[src/udt_pkg.sv]
// shared constants, register map and carrier types for the up/down timer
package udt_pkg;

   // register byte offsets on the apb bus
   localparam logic [7:0] UDT_OFS_CTRL  = 8'h00;
   localparam logic [7:0] UDT_OFS_MODE  = 8'h04;
   localparam logic [7:0] UDT_OFS_CNT   = 8'h08;
   localparam logic [7:0] UDT_OFS_RLD   = 8'h0C;

   // control register field positions
   localparam int UDT_CTL_CRS = 0;
   localparam int UDT_CTL_CSEL = 1;
   localparam int UDT_CTL_RUN = 2;
   localparam int UDT_CTL_EXEN = 3;
   localparam int UDT_CTL_TXC = 4;
   localparam int UDT_CTL_RXC = 5;
   localparam int UDT_CTL_EXF = 6;
   localparam int UDT_CTL_OVF = 7;

   // mode register field positions
   localparam int UDT_MOD_DOWN_COUNT_ENABLE = 0;
   localparam int UDT_MOD_CKOE = 1;

   // reset values and the count top loaded on a down wrap
   localparam logic [7:0]  UDT_CTRL_RST = 8'h00;
   localparam logic [1:0]  UDT_MODE_RST = 2'h0;
   localparam logic [15:0] UDT_CNT_RST  = 16'h0000;
   localparam logic [15:0] UDT_RLD_RST  = 16'h0000;
   localparam logic [15:0] UDT_CNT_TOP  = 16'hFFFF;

   // prescaler counts in core clocks
   localparam int UDT_TMR_DIV = 12;
   localparam int UDT_CKO_DIV = 2;

   typedef enum logic [1:0] {
      UDT_M_RELOAD,
      UDT_M_CAPTURE,
      UDT_M_BAUD
   } udt_mode_e;

   typedef struct packed {
      logic        ovf;
      logic        exf;
      logic        rxc;
      logic        txc;
      logic        exen;
      logic        run;
      logic        csel;
      logic        crs;
   } udt_ctrl_s;

   typedef struct packed {
      logic        ckoe;
      logic        down_count_enable;
   } udt_modr_s;

endpackage

[src/udt_sync.sv]
// two-flop synchroniser for asynchronous pin levels
`timescale 1ns/10ps
module udt_sync #(
   parameter int W = 1
) (
   input  wire logic         clk,
   input  wire logic         arst_n,
   input  wire logic [W-1:0] d,
   output logic      [W-1:0] q
);
   logic [W-1:0] meta_r;

   always_ff @(posedge clk or negedge arst_n) begin
      if (!arst_n) begin
         meta_r <= '0;
         q      <= '0;
      end else begin
         meta_r <= d;
         q      <= meta_r;
      end
   end
endmodule

[src/udt_prescale.sv]
// free-running divider producing a one-cycle enable every DIV clocks
`timescale 1ns/10ps
module udt_prescale #(
   parameter int DIV = 12
) (
   input  wire logic clk,
   input  wire logic arst_n,
   input  wire logic clr,
   output logic      tick
);
   localparam int CW = $clog2(DIV + 1);
   localparam logic [CW-1:0] LAST = CW'(DIV - 1);

   logic [CW-1:0] cnt_r;

   always_ff @(posedge clk or negedge arst_n) begin
      if (!arst_n) begin
         cnt_r <= '0;
         tick  <= 1'b0;
      end else if (clr) begin
         cnt_r <= '0;
         tick  <= 1'b0;
      end else begin
         tick  <= (cnt_r == LAST);
         cnt_r <= (cnt_r == LAST) ? '0 : cnt_r + CW'(1);
      end
   end
endmodule

[src/udt_timer.sv]
// up/down auto-reload timer with clock output, apb register slave
// ----------------------------------------------------------------
// How it works
// - count is two chained bytes, low byte carries into high byte
// - counter select picks clock/12 tick (clock/2 in baud and clock-out) or falling count-pin edge
// - counting advances only while run control is set
// - mode from rx/tx clock selects and capture/reload select
// - down-count enable clear gives plain up-only auto-reload
// - down-count enable set in reload mode: direction pin high up, low down
// - up rollover from FFFF sets flag, interrupts, loads reload value
// - down count equal to reload sets flag and loads FFFF
// - up/down: extension flag toggles each wrap, never interrupts
// - clock-out mode gives a 50 percent duty clock
// - clock-out mode advances count at clock divided by two
// - clock-out overflow reloads and raises no interrupt
// - clock-out pin toggles on each overflow: f/(4*(65536-reload))
// - clock-out drives the count pin as an output
// - baud generation and clock-out share one reload register
// - mode register holds clock-out enable bit 1, down enable bit 0
// - overflow flag set only with both baud selects zero
// - counter mode counts falling edges; select zero for clock-out
// ----------------------------------------------------------------
//
// The register addresses and the APB slave port were chosen for this implementation.
`timescale 1ns/10ps
module udt_timer
   import udt_pkg::*;
(
   input  wire logic        clk,
   input  wire logic        arst_n,
   input  wire logic        psel,
   input  wire logic        penable,
   input  wire logic        pwrite,
   input  wire logic [7:0]  paddr,
   input  wire logic [31:0] pwdata,
   input  wire logic [3:0]  pstrb,
   output logic      [31:0] prdata,
   output logic             pready,
   output logic             pslverr,
   input  wire logic        count_input_pin_i,
   output logic             count_input_pin_o,
   output logic             count_input_pin_oe,
   input  wire logic        direction_pin,
   output logic             ovf_irq,
   output logic             baud_tick
);
   import udt_pkg::*;

   // ----------------------------------------------------------------
   // state
   // ----------------------------------------------------------------
   udt_ctrl_s   ctrl_r;
   udt_modr_s   mode_r;
   logic [7:0]  count_low_byte_r;
   logic [7:0]  count_high_byte_r;
   logic [15:0] reload_r;
   logic        cko_r;
   logic        pin_q_r;
   logic        pin_s;
   logic        dir_s;
   logic        div12_tick;
   logic        div2_tick;
   logic        cko_mode;

   // ----------------------------------------------------------------
   // pin synchronisers and prescalers
   // ----------------------------------------------------------------
   udt_sync #(.W(2)) u_sync (
      .clk    (clk),
      .arst_n (arst_n),
      .d      ({count_input_pin_i, direction_pin}),
      .q      ({pin_s, dir_s})
   );

   // prescalers held in reset while stopped so each start is aligned
   udt_prescale #(.DIV(UDT_TMR_DIV)) u_div12 (
      .clk    (clk),
      .arst_n (arst_n),
      .clr    (!ctrl_r.run),
      .tick   (div12_tick)
   );

   udt_prescale #(.DIV(UDT_CKO_DIV)) u_div2 (
      .clk    (clk),
      .arst_n (arst_n),
      .clr    (!ctrl_r.run),
      .tick   (div2_tick)
   );

   // ----------------------------------------------------------------
   // mode decode
   // ----------------------------------------------------------------
   // capture is not built: with its select set the timer counts as up-only reload
   udt_mode_e mode;
   wire baud_sel = ctrl_r.rxc | ctrl_r.txc;
   assign mode = baud_sel ? UDT_M_BAUD :
                 ctrl_r.crs ? UDT_M_CAPTURE : UDT_M_RELOAD;

   // clock-out only valid with counter select clear
   assign cko_mode = mode_r.ckoe & ~ctrl_r.csel;

   wire pin_fall = pin_q_r & ~pin_s;
   wire src_tick = ctrl_r.csel ? pin_fall : div12_tick;
   wire baud_fast = (mode == UDT_M_BAUD) & ~ctrl_r.csel;
   wire fast_clk = cko_mode | baud_fast;
   wire cnt_tick = ctrl_r.run &
                   (fast_clk ? div2_tick : src_tick);

   wire updown   = mode_r.down_count_enable & (mode == UDT_M_RELOAD);
   wire count_dn = updown & ~dir_s;

   wire [15:0] count = {count_high_byte_r, count_low_byte_r};
   wire        low_carry = (count_low_byte_r == 8'hFF);
   wire        at_top    = low_carry & (count_high_byte_r == 8'hFF);
   wire        at_floor  = (count == reload_r);

   wire up_wrap = cnt_tick & ~count_dn & at_top;
   wire dn_wrap = cnt_tick & count_dn & at_floor;
   wire wrap    = up_wrap | dn_wrap;

   // clock-out and baud overflows never flag
   wire flag_ev = wrap & ~baud_sel & ~cko_mode;

   // ----------------------------------------------------------------
   // next count
   // ----------------------------------------------------------------
   logic [7:0] low_nxt;
   logic [7:0] high_nxt;
   always_comb begin
      low_nxt  = count_low_byte_r;
      high_nxt = count_high_byte_r;
      if (cnt_tick) begin
         if (up_wrap) begin
            // all wrapping modes share the one reload value
            {high_nxt, low_nxt} = reload_r;
         end else if (dn_wrap) begin
            {high_nxt, low_nxt} = UDT_CNT_TOP;
         end else if (count_dn) begin
            low_nxt = count_low_byte_r - 8'h01;
            if (count_low_byte_r == 8'h00) begin
               high_nxt = count_high_byte_r - 8'h01;
            end
         end else begin
            low_nxt = count_low_byte_r + 8'h01;
            if (low_carry) begin
               high_nxt = count_high_byte_r + 8'h01;
            end
         end
      end
   end

   // ----------------------------------------------------------------
   // apb decode
   // ----------------------------------------------------------------
   // writes land only at the edge where pready is seen high, so the
   // wait-state cycle never applies a request the master still holds
   wire acc     = psel & penable;
   wire wr      = acc & pwrite & pready;
   wire hit_ctl = (paddr == UDT_OFS_CTRL);
   wire hit_mod = (paddr == UDT_OFS_MODE);
   wire hit_cnt = (paddr == UDT_OFS_CNT);
   wire hit_rld = (paddr == UDT_OFS_RLD);
   wire mapped  = hit_ctl | hit_mod | hit_cnt | hit_rld;

   wire wr_ctl  = wr & hit_ctl & pstrb[0];
   wire wr_mod  = wr & hit_mod & pstrb[0];
   wire wr_clo  = wr & hit_cnt & pstrb[0];
   wire wr_chi  = wr & hit_cnt & pstrb[1];
   wire wr_rlo  = wr & hit_rld & pstrb[0];
   wire wr_rhi  = wr & hit_rld & pstrb[1];

   logic [31:0] rdata;
   always_comb begin
      rdata = 32'h0000_0000;
      if (hit_ctl) begin
         rdata[7:0] = ctrl_r;
      end else if (hit_mod) begin
         rdata[1:0] = mode_r;
      end else if (hit_cnt) begin
         rdata[15:0] = count;
      end else if (hit_rld) begin
         rdata[15:0] = reload_r;
      end
   end

   // ----------------------------------------------------------------
   // control and flags; hardware set wins over software clear
   // ----------------------------------------------------------------
   udt_ctrl_s ctrl_nxt;
   always_comb begin
      ctrl_nxt = ctrl_r;
      if (wr_ctl) begin
         ctrl_nxt = udt_ctrl_s'(pwdata[7:0]);
      end
      if (flag_ev) begin
         ctrl_nxt.ovf = 1'b1;
      end
      if (wrap & updown) begin
         ctrl_nxt.exf = ~ctrl_r.exf;
      end
   end

   always_ff @(posedge clk or negedge arst_n) begin
      if (!arst_n) begin
         ctrl_r <= udt_ctrl_s'(UDT_CTRL_RST);
         mode_r <= udt_modr_s'(UDT_MODE_RST);
      end else begin
         ctrl_r <= ctrl_nxt;
         if (wr_mod) begin
            mode_r <= udt_modr_s'(pwdata[1:0]);
         end
      end
   end

   // ----------------------------------------------------------------
   // count and reload bytes; a bus write overrides a counting step
   // ----------------------------------------------------------------
   wire [7:0] low_load  = wr_clo ? pwdata[7:0]  : low_nxt;
   wire [7:0] high_load = wr_chi ? pwdata[15:8] : high_nxt;

   always_ff @(posedge clk or negedge arst_n) begin
      if (!arst_n) begin
         count_low_byte_r <= UDT_CNT_RST[7:0];
      end else begin
         count_low_byte_r <= low_load;
      end
   end

   always_ff @(posedge clk or negedge arst_n) begin
      if (!arst_n) begin
         count_high_byte_r <= UDT_CNT_RST[15:8];
      end else begin
         count_high_byte_r <= high_load;
      end
   end

   // one reload pair feeds reload, clock-out and baud overflows alike
   always_ff @(posedge clk or negedge arst_n) begin
      if (!arst_n) begin
         reload_r <= UDT_RLD_RST;
      end else begin
         if (wr_rlo) begin
            reload_r[7:0] <= pwdata[7:0];
         end
         if (wr_rhi) begin
            reload_r[15:8] <= pwdata[15:8];
         end
      end
   end

   // ----------------------------------------------------------------
   // clock-out pin and edge history
   // ----------------------------------------------------------------
   // history starts low, so a pin idling high after reset shows a
   // rise first and never a false falling edge
   always_ff @(posedge clk or negedge arst_n) begin
      if (!arst_n) begin
         pin_q_r <= 1'b0;
      end else begin
         pin_q_r <= pin_s;
      end
   end

   always_ff @(posedge clk or negedge arst_n) begin
      if (!arst_n) begin
         cko_r              <= 1'b0;
         count_input_pin_o  <= 1'b0;
         count_input_pin_oe <= 1'b0;
      end else begin
         // toggle per overflow gives the even duty cycle
         if (cko_mode & up_wrap) begin
            cko_r <= ~cko_r;
         end
         count_input_pin_o  <= cko_r;
         count_input_pin_oe <= cko_mode;
      end
   end

   // ----------------------------------------------------------------
   // bus answer and system outputs
   // ----------------------------------------------------------------
   always_ff @(posedge clk or negedge arst_n) begin
      if (!arst_n) begin
         prdata  <= 32'h0000_0000;
         pready  <= 1'b0;
         pslverr <= 1'b0;
      end else begin
         // one wait state: answer registered in the first access cycle
         pready  <= acc & ~pready;
         pslverr <= acc & ~pready & ~mapped;
         prdata  <= rdata;
      end
   end

   // request mirrors the flag, so a software clear drops it at once
   always_ff @(posedge clk or negedge arst_n) begin
      if (!arst_n) begin
         ovf_irq   <= 1'b0;
         baud_tick <= 1'b0;
      end else begin
         ovf_irq   <= ctrl_nxt.ovf;
         baud_tick <= wrap & baud_sel;
      end
   end

endmodule

[config.mk]
export PLATFORM = sky130hd
export DESIGN_NAME = udt_timer
export DESIGN_NICKNAME = d
export VERILOG_FILES = /design/src/udt_pkg.sv /design/src/udt_sync.sv /design/src/udt_prescale.sv /design/src/udt_timer.sv
export SDC_FILE = /design/constraint.sdc
export NUM_CORES = 1
export LEC_CHECK = 0
export ABC_CLOCK_PERIOD_IN_PS = 4800
export BUFFER_PORTS_ARGS = -buffer_cell sky130_fd_sc_hd__buf_4
export CORE_ASPECT_RATIO = 1.4
export CORE_UTILIZATION = 40
export CTS_BUF_LIST = sky130_fd_sc_hd__clkbuf_4 sky130_fd_sc_hd__clkbuf_8
export DETAILED_ROUTE_END_ITERATION = 10
export HOLD_SLACK_MARGIN = 0.02
export PLACE_DENSITY = 0.65
export SKIP_LAST_GASP = 1
export SYNTH_ARGS = -nofsm -noshare
export SYNTH_HDL_FRONTEND = slang
export SYNTH_HIERARCHICAL = 1
export SYNTH_SLANG_ARGS = --single-unit
[constraint.sdc]
create_clock -name clk -period 4.8 [get_ports clk]
set_clock_uncertainty 0.15 [all_clocks]
set_input_delay 0.96 -clock clk [delete_from_list [all_inputs] [get_ports clk]]
set_output_delay 0.96 -clock clk [all_outputs]
set_load 0.01 [all_outputs]
### Word-level counts from Yosys, hierarchy flattened

Index checks and enable logic that the tools add are counted.

| cells by class | value |
|---|---|
| add/subtract/negate cells | 6 |
| eq/ne operators | 10 |
| muxes and demuxes | 31 |
| bitwise logic cells | 47 |
| reductions and logical operators | 9 |

Operators with widths:

| cell | number |
|---|---|
| $mux 8 | 15 |
| $mux 16 | 2 |
| $and 1x1->1 | 31 |
| $add 8x1->8 const B | 2 |
| $eq 16x16->1 | 1 |
| $eq 8x4->1 const B | 2 |
| $eq 8x8->1 const B | 2 |
| $logic_not 8->1 | 2 |
| $sub 8x1->8 const B | 2 |
| $mux 14 | 1 |
| $not 1->1 | 10 |
| $eq 8x3->1 const B | 1 |
| $mux 2 | 4 |
| $mux 4 | 2 |
| $reduce_bool 2->1 | 4 |
| $mux 1 | 7 |
| $or 1x1->1 | 6 |
| $ne 5x1->1 const B | 1 |
| $reduce_bool 5->1 | 1 |
| $add 4x1->4 const B | 1 |
| $eq 4x4->1 const B | 1 |
| $reduce_and 3->1 | 1 |
| $add 2x1->2 const B | 1 |
| $eq 2x1->1 const B | 1 |
| other kinds (2) | 2 |

| word-level totals | value |
|---|---|
| register bits | 77 |
| input bits | 51 |
| output and inout port bits | 38 |
| logic and storage cells | 131 |

### Longest topological paths before layout

Gate-level depths: netlist of the first run.

| depth | value |
|---|---|
| depth in word-level cells | 13 |
| gate-level depth with buffers | 11 |
| gate-level depth less buffers | 10 |

### By module

The synthesis of the first run kept the hierarchy.

By module, submodules not included:

| module | instances | cells each | area an instance (µm²) | sequential area each (µm²) |
|---|---|---|---|---|
| udt_timer | 1 | 396 | 4085.2 | 1626.6 |
| udt_prescale at u_div12 | 1 | 18 | 215.2 | 125.1 |
| udt_prescale at u_div2 | 1 | 6 | 103.8 | 75.1 |
| udt_sync | 1 | 4 | 100.1 | 100.1 |

### Least setup slack after synthesis of the first run

Ideal clock, no wire load.

| timing | value |
|---|---|
| kind | register to register |
| from | register ctrl_r[5] in the netlist's numbering |
| to | register count_high_byte_r[7] |
| setup time | 0.126 ns |
| arrival time | 2.617 ns |
| data required time | 4.524 ns |
| slack | 1.907 ns |
| stages on the path, launching flop included | 12 |
| buffers on the path | 1 |
| period minus slack after synthesis | 2.893 ns |
| path through | dfrtp_1 -> nor4b_2 -> nand2b_1 -> buf_6 -> clkinv_8 -> ha_1 -> a211oi_1 -> o21bai_1 -> a2111oi_0 -> nor4_1 -> nand3b_1 -> a221o_1 |

| on the way | value |
|---|---|
| word-level cells in the longest chain between the ends | 13 |
| elaborated cells on any way between the ends | 24 |
| classes of those cells | eq/ne (2); mux (7); bitwise (11); reduce/logical (4) |

Ends and longest elaborated chain:

| element | line | text |
|---|---|---|
| start, declared | udt_timer.sv:52 | `udt_ctrl_s ctrl_r;` |
| start signal, assigned | udt_timer.sv:205 | `ctrl_r <= udt_ctrl_s'(UDT_CTRL_RST);` |
| start signal, assigned | udt_timer.sv:208 | `ctrl_r <= ctrl_nxt;` |
| $or 1x1->1 * | udt_timer.sv:95 | `wire baud_sel = ctrl_r.rxc \| ctrl_r.txc;` |
| $mux 2 * | udt_timer.sv:96 | `assign mode = baud_sel ? UDT_M_BAUD :` |
| $eq 2x2->1 | udt_timer.sv:104 | `wire baud_fast = (mode == UDT_M_BAUD) & ~ctrl_r.csel;` |
| $and 1x1->1 | udt_timer.sv:104 |  |
| $or 1x1->1 | udt_timer.sv:105 | `wire fast_clk = cko_mode \| baud_fast;` |
| $mux 1 | udt_timer.sv:107 | `(fast_clk ? div2_tick : src_tick);` |
| $and 1x1->1 | udt_timer.sv:106 | `wire cnt_tick = ctrl_r.run &` |
| $and 1x1->1 (2 in series) | udt_timer.sv:118 | `wire dn_wrap = cnt_tick & count_dn & at_floor;` |
| $mux 8 | udt_timer.sv:136 | `end else if (dn_wrap) begin` |
| $mux 8 | udt_timer.sv:133 | `if (up_wrap) begin` |
| $mux 8 | udt_timer.sv:132 | `if (cnt_tick) begin` |
| $mux 8 | udt_timer.sv:219 | `wire [7:0] high_load = wr_chi ? pwdata[15:8] : high_nxt;` |
| end signal, assigned | udt_timer.sv:231 | `count_high_byte_r <= UDT_CNT_RST[15:8];` |
| end signal, assigned | udt_timer.sv:233 | `count_high_byte_r <= high_load;` |
| end, declared | udt_timer.sv:55 | `logic [7:0] count_high_byte_r;` |

Every way passes the cells marked *; elsewhere a longest branch is shown, timed or not. The select of a mux whose other input is x is not followed.
A chain may end at the register's enable or synchronous reset.

### Worst setup path after layout of the first run

Same ends and word-level chain as after synthesis.

==> results of run 1 <==
[final cells by class]
class,count,share of cell area (%)
repair buffers,56,8.209
clock buffers,11,2.834
multi-input cells,313,45.93
inverters,14,1.270
well taps,141,3.445
flip-flops and latches,77,37.63
clock inverters,5,0.6841
[where the power goes]
part	leakage (nW)	switching, mW	internal (mW)
clock network	0.0931	0.243	0.208
logic	1.34	0.0399	0.0275
registers	1.02	0.00250	0.652
total	2.45	0.285	0.888
[critical path, cell delays in order, from the launching register on]
cell	delay (ns)
dfrtp_1	0.48
nor4b_2	0.39
nand2b_1	0.41
clkinv_8	0.24
ha_1	0.27
a211oi_1	0.26
o21bai_1	0.16
a2111oi_0	0.65
nor4_1	0.10
nand3b_1	0.18
a221o_1	0.31
[final timing paths]
path | to
worst max-delay path | count_high_byte_r[7]
worst min-delay path | u_sync/q[0]
worst max register to register | count_high_byte_r[7]
worst min register to register | u_sync/q[0]
max in group asynchronous | u_sync/meta_r[0]
min in group asynchronous | count_input_pin_o
[logic make-up (layout without fill, tap and decap cells)]
logic type / count (synthesis) / in the layout
mux: 48 / 48
fa+ha+maj: 15 / 15
simple gates: 129 / 129
flops: 77 / 77
compound gates: 78 / 78
xor+xnor: 27 / 27
other cells: 1 / 16
buf+inv: 49 / 86
[metal layers]
metal / vias to the layer above / wire (µm) / track usage, %
li1: 1626 / - / -
met3: 35 / 464 / 4.405
met1: 1723 / 4308 / 23.54
met5: - / 0 / 0
met4: 0 / 439 / 11.30
met2: 110 / 5956 / 36.05
[state kept, by name (all words and copies together) (netlist names), 2 cells and up]
| name | count |
|---|---|
| u_div2/cnt_r | 2 |
| reload_r | 16 |
| u_div12/cnt_r | 4 |
| mode_r | 2 |
| count_low_byte_r | 8 |
| ctrl_r | 7 |
| prdata | 16 |
| u_sync/meta_r | 2 |
| u_sync/q | 2 |
| count_high_byte_r | 8 |
[stage by stage]
step | setup WS [ns] | instances
2_1_floorplan | 1.907 | 439
3_3_place_gp | 1.221 | 601
3_5_place_dp | 1.085 | 601
4_1_cts | 1.083 | 617
5_1_grt | 0.8387 | 617
6_report | 1.087 | 617
[synth_stat cells, drive strengths merged (4+ instances only)]
cell type,count
a211oi,9
a21oi,9
a221o,7
a221oi,5
a22oi,5
a31oi,8
and3,4
buf,24
clkbuf,11
dfrtp,77
ha,13
inv,13
mux2,25
mux2i,21
nand2,15
nand3,14
nand4,5
nor2,40
nor2b,5
nor3,13
nor4,9
o21ai,5
or3,4
or4,4
xnor2,9
xor2,18
==> metrics.csv, run 1 <==
metric,value,unit
outcome,completed,
globalplace.congestion,0.8861,
hold_depth,0,
hold_viol,0,
ir_worst_vdd,0.1077,mV
min_period,3.713,ns
worst_pin_slew,0.9376,ns
cp.arrival,3.82,ns
port_buffers,54,
synth_area_per_cell,10.62,µm²
muxShareOfSynthArea,12.00,%
hp-start,u_sync/meta_r[0],
grt_max_degree,78,
drt-initial-drc-count,188,
drt_first_pass_iters,5,
cts_buffers,9,
cts_tree,yes,
core_area,10920,µm²
synth.ff_latch_count,77,
seq_area_frac_synth,42.78,%
fin_setup_tns,0,ns
post_cts.repair.setup_buffers,0,
clk_latency,0.37,ns
cp_max_fo,19,
syn_inst,424,
antenna_found_initial,0,
criticalPathCategory,flop to flop,
synth.largest_area_cell,dfrtp_1,
synth_top_family_by_area,simple AND/OR/NAND/NOR gates,
via_per_inst,5.663,
rsz0062_at_grt,no,
r2r_start,ctrl_r[5],
gr-usage-all-layers,20.70,%
drc,0,
relSlewSlack,37.49,%
synth_adder_area_share,4.500,%
yosys_warnings,6,
hold_buffers,0,
r2r_setup_slack,1.09,ns
layout_common_cells,"77 x dfrtp_1, 56 x buf_4, 40 x nor2_1",
r2r_cells,10,
synth_flop_cell,dfrtp_1,
row_count,45,
diodes,0,
chipHeight,127.6,µm
cp-startpoint,ctrl_r[5],
io_pins,89,
grt.overflow.total,0,
cts-root-buf,clkbuf_8,
routedWlPerCell,18.10,µm
setup_viol,0,
cp-start-kind,flop,
regArea,1927,µm²
final_nets,537,
dpl_cell_area,4941,µm²
dieArea,11700,µm²
nFillCells,1085,
synth_simple_gate_area_share,15.97,%
synthXorXnorAreaFrac,5.250,%
final_common_cell,dfrtp_1,
power_density,229.0,nW/µm²
async_flop_share,100.0,%
netlist_top_cells_area,"dfrtp_1 43%, mux2_2 6.3%, mux2i_1 4.7%",
drv_cap,0,
h-tree-depth,3,
cts_resized,0,
hold_slack,0.2016,ns
final_area,5121,µm²
utilization,46.88,%
cts_sinks,77,
die_w,91.69,µm
synth_area,4504,µm²
drive_gt1_share,24.16,%
min_period_over_period,77.36,%
dr_total_vias,3494,
syn_to_final_growth,13.69,%
synth_edf_count,0,
fmax,269.3,MHz
p_leak,2.446,nW
crit_path_end_kind,flop,
yosysUniqueCellTypes,68,
p_total,1.173,mW
wl,11170,µm
synth-compound-area-share,13.17,%
grt_pass1_vias,3539,
grt_pass1_wl,18440,µm
ant_nets,0,
initial_core_util,41.24,%
cp_data_required_time,4.90,ns
dp_hpwl,8365,µm
clockBufferDepth,2,
maxSlewViolCount,0,
clk_pin_slew,0.08,ns
multi_input_area,2352,µm²
synth_top_cell_area_share,42.78,%
min_path_type,flop to flop,
Power figures use the tool's default switching activity.
==> run 2, diff against run 1 <==
Settings changed: ABC_AREA set to 1, ABC_CLOCK_PERIOD_IN_PS 4800 to 3200, PLACE_DENSITY 0.65 to 0.67.
Clock period 4.8 ns to 3.2 ns, I/O delays scaled along.
==> metrics.csv, run 2 <==
metric,value,unit,change
dpl_cell_area,5214,µm²,was 4941 µm²
yosys-top-cells-count,"145 x nand2_1, 77 x dfrtp_1, 72 x inv_1",,"was 77 x dfrtp_1, 40 x nor2_1, 25 x mux2_2"
hold_depth,0,,unchanged
final_area,5428,µm²,was 5121 µm²
seq_area_frac_synth,40.73,%,was 42.78%
fmax,379.8,MHz,was 269.3 MHz
cts_tree,yes,,unchanged
r2r_setup_slack,0.57,ns,was 1.09 ns
cp_data_required_time,3.31,ns,was 4.90 ns
maxSlewViolCount,0,,unchanged
grt_max_degree,78,,unchanged
min_period_over_period,82.29,%,was 77.36%
clk_latency,0.37,ns,about the same
p_leak,2.853,nW,was 2.446 nW
cts_buffers,9,,unchanged
setup_viol,0,,unchanged
min_path_type,flop to flop,,unchanged
yosys_warnings,6,,unchanged
core_area,11400,µm²,was 10920 µm²
drc,0,,unchanged
hold_viol,0,,unchanged
h-tree-depth,3,,unchanged
dr_total_vias,4046,,was 3494
globalplace.congestion,0.9369,,was 0.8861
relSlewSlack,33.88,%,was 37.49%
worst_pin_slew,0.9917,ns,was 0.9376 ns
synth_top_cell_area_share,40.73,%,was 42.78%
grt.overflow.total,0,,unchanged
yosysMostFrequentCell,nand2_1,,was dfrtp_1
reg_top3,"prdata (16), reload_r (16)",,unchanged
fin_setup_tns,0,ns,unchanged
drive_gt1_share,19.10,%,was 24.16%
drt_first_pass_iters,4,,was 5
drt-initial-drc-count,198,,was 188
cts_resized,0,,unchanged
layout_common_cells,"145 x nand2_1, 77 x dfrtp_1, 72 x inv_1",,"was 77 x dfrtp_1, 56 x buf_4, 40 x nor2_1"
clockBufferDepth,2,,unchanged
ir_worst_vdd,0.1938,mV,was 0.1077 mV
io_pins,89,,unchanged
antenna_found_initial,0,,unchanged
cp_max_fo,14,,was 19
cp-start-kind,flop,,unchanged
cts_sinks,77,,unchanged
hold_buffers,0,,unchanged
synth_area_per_cell,7.872,µm²,was 10.62 µm²
rsz0062_at_grt,no,,unchanged
synth.largest_area_cell,dfrtp_1,,unchanged
dp_hpwl,9057,µm,was 8365 µm
wl,11880,µm,was 11170 µm
syn_inst,601,,was 424
criticalPathCategory,flop to flop,,unchanged
power_density,347.1,nW/µm²,was 229.0 nW/µm²
dieArea,12270,µm²,was 11700 µm²
synth_area,4731,µm²,was 4504 µm²
yosysUniqueCellTypes,47,,was 68
synth_flop_cell,dfrtp_1,,unchanged
min_period,2.633,ns,was 3.713 ns
cts-root-buf,clkbuf_8,,unchanged
cp.arrival,2.75,ns,was 3.82 ns
ant_nets,0,,unchanged
row_count,46,,was 45
diodes,0,,unchanged
post_cts.repair.setup_buffers,0,,unchanged
crit_path_end_kind,flop,,unchanged
drv_cap,0,,unchanged
grt_pass1_vias,4205,,was 3539
final_nets,726,,was 537
initial_core_util,41.51,%,was 41.24%
chipHeight,130.7,µm,was 127.6 µm
grt_pass1_wl,19880,µm,was 18440 µm
netlist_top_cells_area,"dfrtp_1 41%, nand2_1 12%, inv_1 5.7%",,"was dfrtp_1 43%, mux2_2 6.3%, mux2i_1 4.7%"
via_per_inst,5.001,,was 5.663
final_common_cell,nand2_1,,was dfrtp_1
synth.ff_latch_count,77,,unchanged
gr-usage-all-layers,21.30,%,was 20.70%
port_buffers,54,,unchanged
clk_pin_slew,0.10,ns,was 0.08 ns
async_flop_share,100.0,%,unchanged
syn_to_final_growth,14.73,%,was 13.69%
outcome,completed,,unchanged
routedWlPerCell,14.69,µm,was 18.10 µm
r2r_cells,13,,was 10
synth_edf_count,0,,unchanged
die_w,93.91,µm,was 91.69 µm
run 2: cell families (layout without fill, tap and decap cells):
logic type,after synthesis,in the layout,synth area share (%)
compound gates,101,101,12.17
xor+xnor,22,22,4.073
fa+ha+maj,15,15,4.285
buf+inv,110,159,10.87
flops,77,77,40.73
other cells,1,16,0.07927
simple gates,275,275,27.80
run 2: final timing paths:
kind | startpoint | endpoint
max | ctrl_r[5] | count_high_byte_r[5]
min | u_sync/meta_r[0] | u_sync/q[0]
max reg2reg | ctrl_r[5] | count_high_byte_r[5]
min reg2reg | u_sync/meta_r[0] | u_sync/q[0]
max in group asynchronous | arst_n | reload_r[14]
min in group asynchronous | arst_n | count_high_byte_r[2]
run 2: cell type report:
cell class | instances | area [µm²]
fillers | 1163 | 5968
multi-input cells | 429 | 2346
flip-flops and latches | 77 | 1927
repair buffers | 57 | 427.9
inverters | 86 | 332.8
well taps | 144 | 180.2
clock buffers | 10 | 137.6
clock inverters | 6 | 76.32
run 2: per-stage QoR:
stage          util (%)  setup WS, ns  hold slack (ns)  total power, mW  std cells
5_1_grt           47.63        0.4048           0.1961            1.951        809
2_1_floorplan         -        0.8837           0.1812            1.043        616
4_1_cts           47.63        0.5757           0.1992            1.906        809
3_5_place_dp      45.75        0.6137           0.1865            1.092        793
6_report          47.63        0.5668           0.2020            1.884        809
3_3_place_gp      45.75        0.6135           0.1835            1.090        793
run 2: power by group:
part           switching [mW]  total, mW  internal [mW]
logic                  0.0559     0.0892         0.0332
registers             0.00341      0.982          0.978
clock network           0.416      0.813          0.397
total                   0.475       1.88           1.41
run 2: worst max-delay path: stages (launching register included):
cell and delay, ns:
dfrtp_1 0.43, nor2_4 0.22, nand4_4 0.12, inv_2 0.27
ha_1 0.36, nand3_1 0.11, nand3_1 0.12, a21oi_1 0.18
xor2_1 0.22, nand3_1 0.11, nand2_1 0.07, nand2_1 0.05
nand2_1 0.06, nand2_1 0.05
run 2: routing by layer:
layer  up-vias  global-route usage [%]  wire, µm
li1       2012                       -         -
met1      1923                   23.54      4768
met3        27                   3.356       372
met5         -                       0         0
met2        84                   38.99      6329
met4         0                   11.22       412
==> run 3, diff against run 2 <==
Settings changed: ABC_CLOCK_PERIOD_IN_PS 3200 to 2650, PLACE_DENSITY 0.67 to 0.65.
Clock period 3.2 ns to 2.65 ns, I/O delays scaled along.
==> metrics.csv, run 3 (same netlist as run 2, synthesis figures left out) <==
metric,value,unit,change
hold_depth,1,,was 0
dr_total_vias,4159,,was 4046
grt_pass1_wl,20200,µm,was 19880 µm
drt_first_pass_iters,5,,was 4
port_buffers,54,,unchanged
drc,0,,unchanged
power_density,430.9,nW/µm²,was 347.1 nW/µm²
syn_to_final_growth,16.98,%,was 14.73%
worst_pin_slew,0.5196,ns,was 0.9917 ns
setup_viol,0,,unchanged
min_period,2.420,ns,was 2.633 ns
r2r_cells,13,,unchanged
io_pins,89,,unchanged
post_cts.repair.setup_buffers,0,,unchanged
diodes,0,,unchanged
min_path_type,primary input to flop,,was flop to flop
ir_worst_vdd,0.3404,mV,was 0.1938 mV
cp_max_fo,11,,was 14
chipHeight,130.7,µm,unchanged
fmax,413.2,MHz,was 379.8 MHz
dp_hpwl,9532,µm,was 9057 µm
r2r_start,ctrl_r[5],,unchanged
layout_common_cells,"145 x nand2_1, 77 x dfrtp_1, 72 x inv_1",,unchanged
utilization,48.56,%,was 47.63%
drt-initial-drc-count,207,,was 198
grt_max_degree,43,,was 78
hp-start,count_input_pin_i,,was u_sync/meta_r[0]
cts_buffers,9,,unchanged
cts-root-buf,clkbuf_8,,unchanged
cp-startpoint,ctrl_r[5],,unchanged
clk_pin_slew,0.10,ns,about the same
h-tree-depth,3,,unchanged
drv_cap,0,,unchanged
row_count,46,,unchanged
min_period_over_period,91.33,%,was 82.29%
cp-start-kind,flop,,unchanged
dieArea,12270,µm²,unchanged
cts_tree,yes,,unchanged
outcome,completed,,unchanged
cts_sinks,77,,unchanged
criticalPathCategory,flop to flop,,unchanged
nFillCells,1139,,was 1163
final_nets,735,,was 726
antenna_found_initial,0,,unchanged
grt.overflow.total,0,,unchanged
final_common_cell,nand2_1,,unchanged
fin_setup_tns,0,ns,unchanged
maxSlewViolCount,0,,unchanged
clk_latency,0.36,ns,was 0.37 ns
initial_core_util,41.51,%,unchanged
worstReg2RegEnd,count_high_byte_r[5],,unchanged
hold_viol,0,,unchanged
core_area,11400,µm²,unchanged
globalplace.congestion,0.9067,,was 0.9369
clockBufferDepth,2,,unchanged
cp.arrival,2.53,ns,was 2.75 ns
die_w,93.91,µm,unchanged
crit_path_end_kind,flop,,unchanged
p_leak,2.911,nW,was 2.853 nW
cp_data_required_time,2.76,ns,was 3.31 ns
grt_pass1_vias,4148,,was 4205
relSlewSlack,65.36,%,was 33.88%
drive_gt1_share,20.03,%,was 19.10%
wl,12460,µm,was 11880 µm
via_per_inst,5.084,,was 5.001
rsz0062_at_grt,no,,unchanged
reg_top3,"prdata (16), reload_r (16)",,unchanged
gr-usage-all-layers,21.86,%,was 21.30%
ant_nets,0,,unchanged
hold_end,u_sync/meta_r[1],,was u_sync/q[0]
r2r_setup_slack,0.23,ns,was 0.57 ns
routedWlPerCell,15.23,µm,was 14.69 µm
run 3: cell types whose count changed in the layout (fill, tap and decap cells not counted):
cell           change
buf_12             +1
buf_4              +7
bufinv_16          +1
clkbuf_8           -1
clkinv_4           -1
dlygate4sd3_1      +1
inv_2              -1
inv_4              +1
inv_6              -1
inv_8              +2
run 3: critical path, stage by stage (launching register included):
cell and delay [ns]:
dfrtp_1 0.43, nor2_4 0.16, nand4_4 0.12, inv_4 0.17, ha_1 0.31, nand3_1 0.11, nand3_1 0.14, a21oi_1 0.19
xor2_1 0.18, nand3_1 0.12, nand2_1 0.08, nand2_1 0.05, nand2_1 0.05, nand2_1 0.06
run 3: where the power goes:
| group | total [mW] | switching [mW] | internal [mW] |
|---|---|---|---|
| sequential | 1.19 | 0.00424 | 1.18 |
| combinational | 0.114 | 0.0694 | 0.0445 |
| clock | 1.08 | 0.527 | 0.558 |
| total | 2.38 | 0.601 | 1.78 |
run 3: how the worst max path moves through the flow:
stage                            to
2_1_floorplan  count_high_byte_r[5]
3_3_place_gp   count_high_byte_r[5]
3_5_place_dp   count_high_byte_r[5]
4_1_cts        count_high_byte_r[5]
5_1_grt        count_high_byte_r[5]
6_report       count_high_byte_r[5]
run 3: cell type report:
cell class / count / area [µm²] / area share (%)
clock buffer: 9 / 123.9 / 2.238
sequential: 77 / 1927 / 34.82
inverter: 86 / 335.3 / 6.059
timing repair buffer: 66 / 510.5 / 9.225
tap: 144 / 180.2 / 3.256
multi-input combinational: 429 / 2346 / 42.39
clock inverter: 7 / 111.4 / 2.012
run 3: routing by layer:
layer	up-vias	track usage, %	part of all wire, %
met4	0	13.30	4.9
met1	1958	23.86	39
met2	131	39.59	52
li1	2029	-	-
met3	41	3.356	4.1
met5	-	0	0
run 3: repair_timing:
| action | in CTS | in global routing |
|---|---|---|
| endpoints found under the hold margin | 35 | 0 |
| endpoints found under the setup margin | 0 | 2 |
| hold buffers | 1 | 0 |
| resized for setup | 0 | 2 |
run 3: through the flow:
step / hold WS (ns) / worst slack, ns / instances / power [mW] / instance area [µm²]
2_1_floorplan: 0.08441 / 0.3337 / 616 / 1.259 / 4787
3_3_place_gp: 0.1826 / 0.2035 / 801 / 1.321 / 5286
3_5_place_dp: 0.1865 / 0.1573 / 801 / 1.323 / 5286
4_1_cts: 0.1008 / 0.1252 / 818 / 2.406 / 5532
5_1_grt: 0.09605 / 0.01270 / 818 / 2.463 / 5534
6_report: 0.1201 / 0.2297 / 818 / 2.385 / 5534
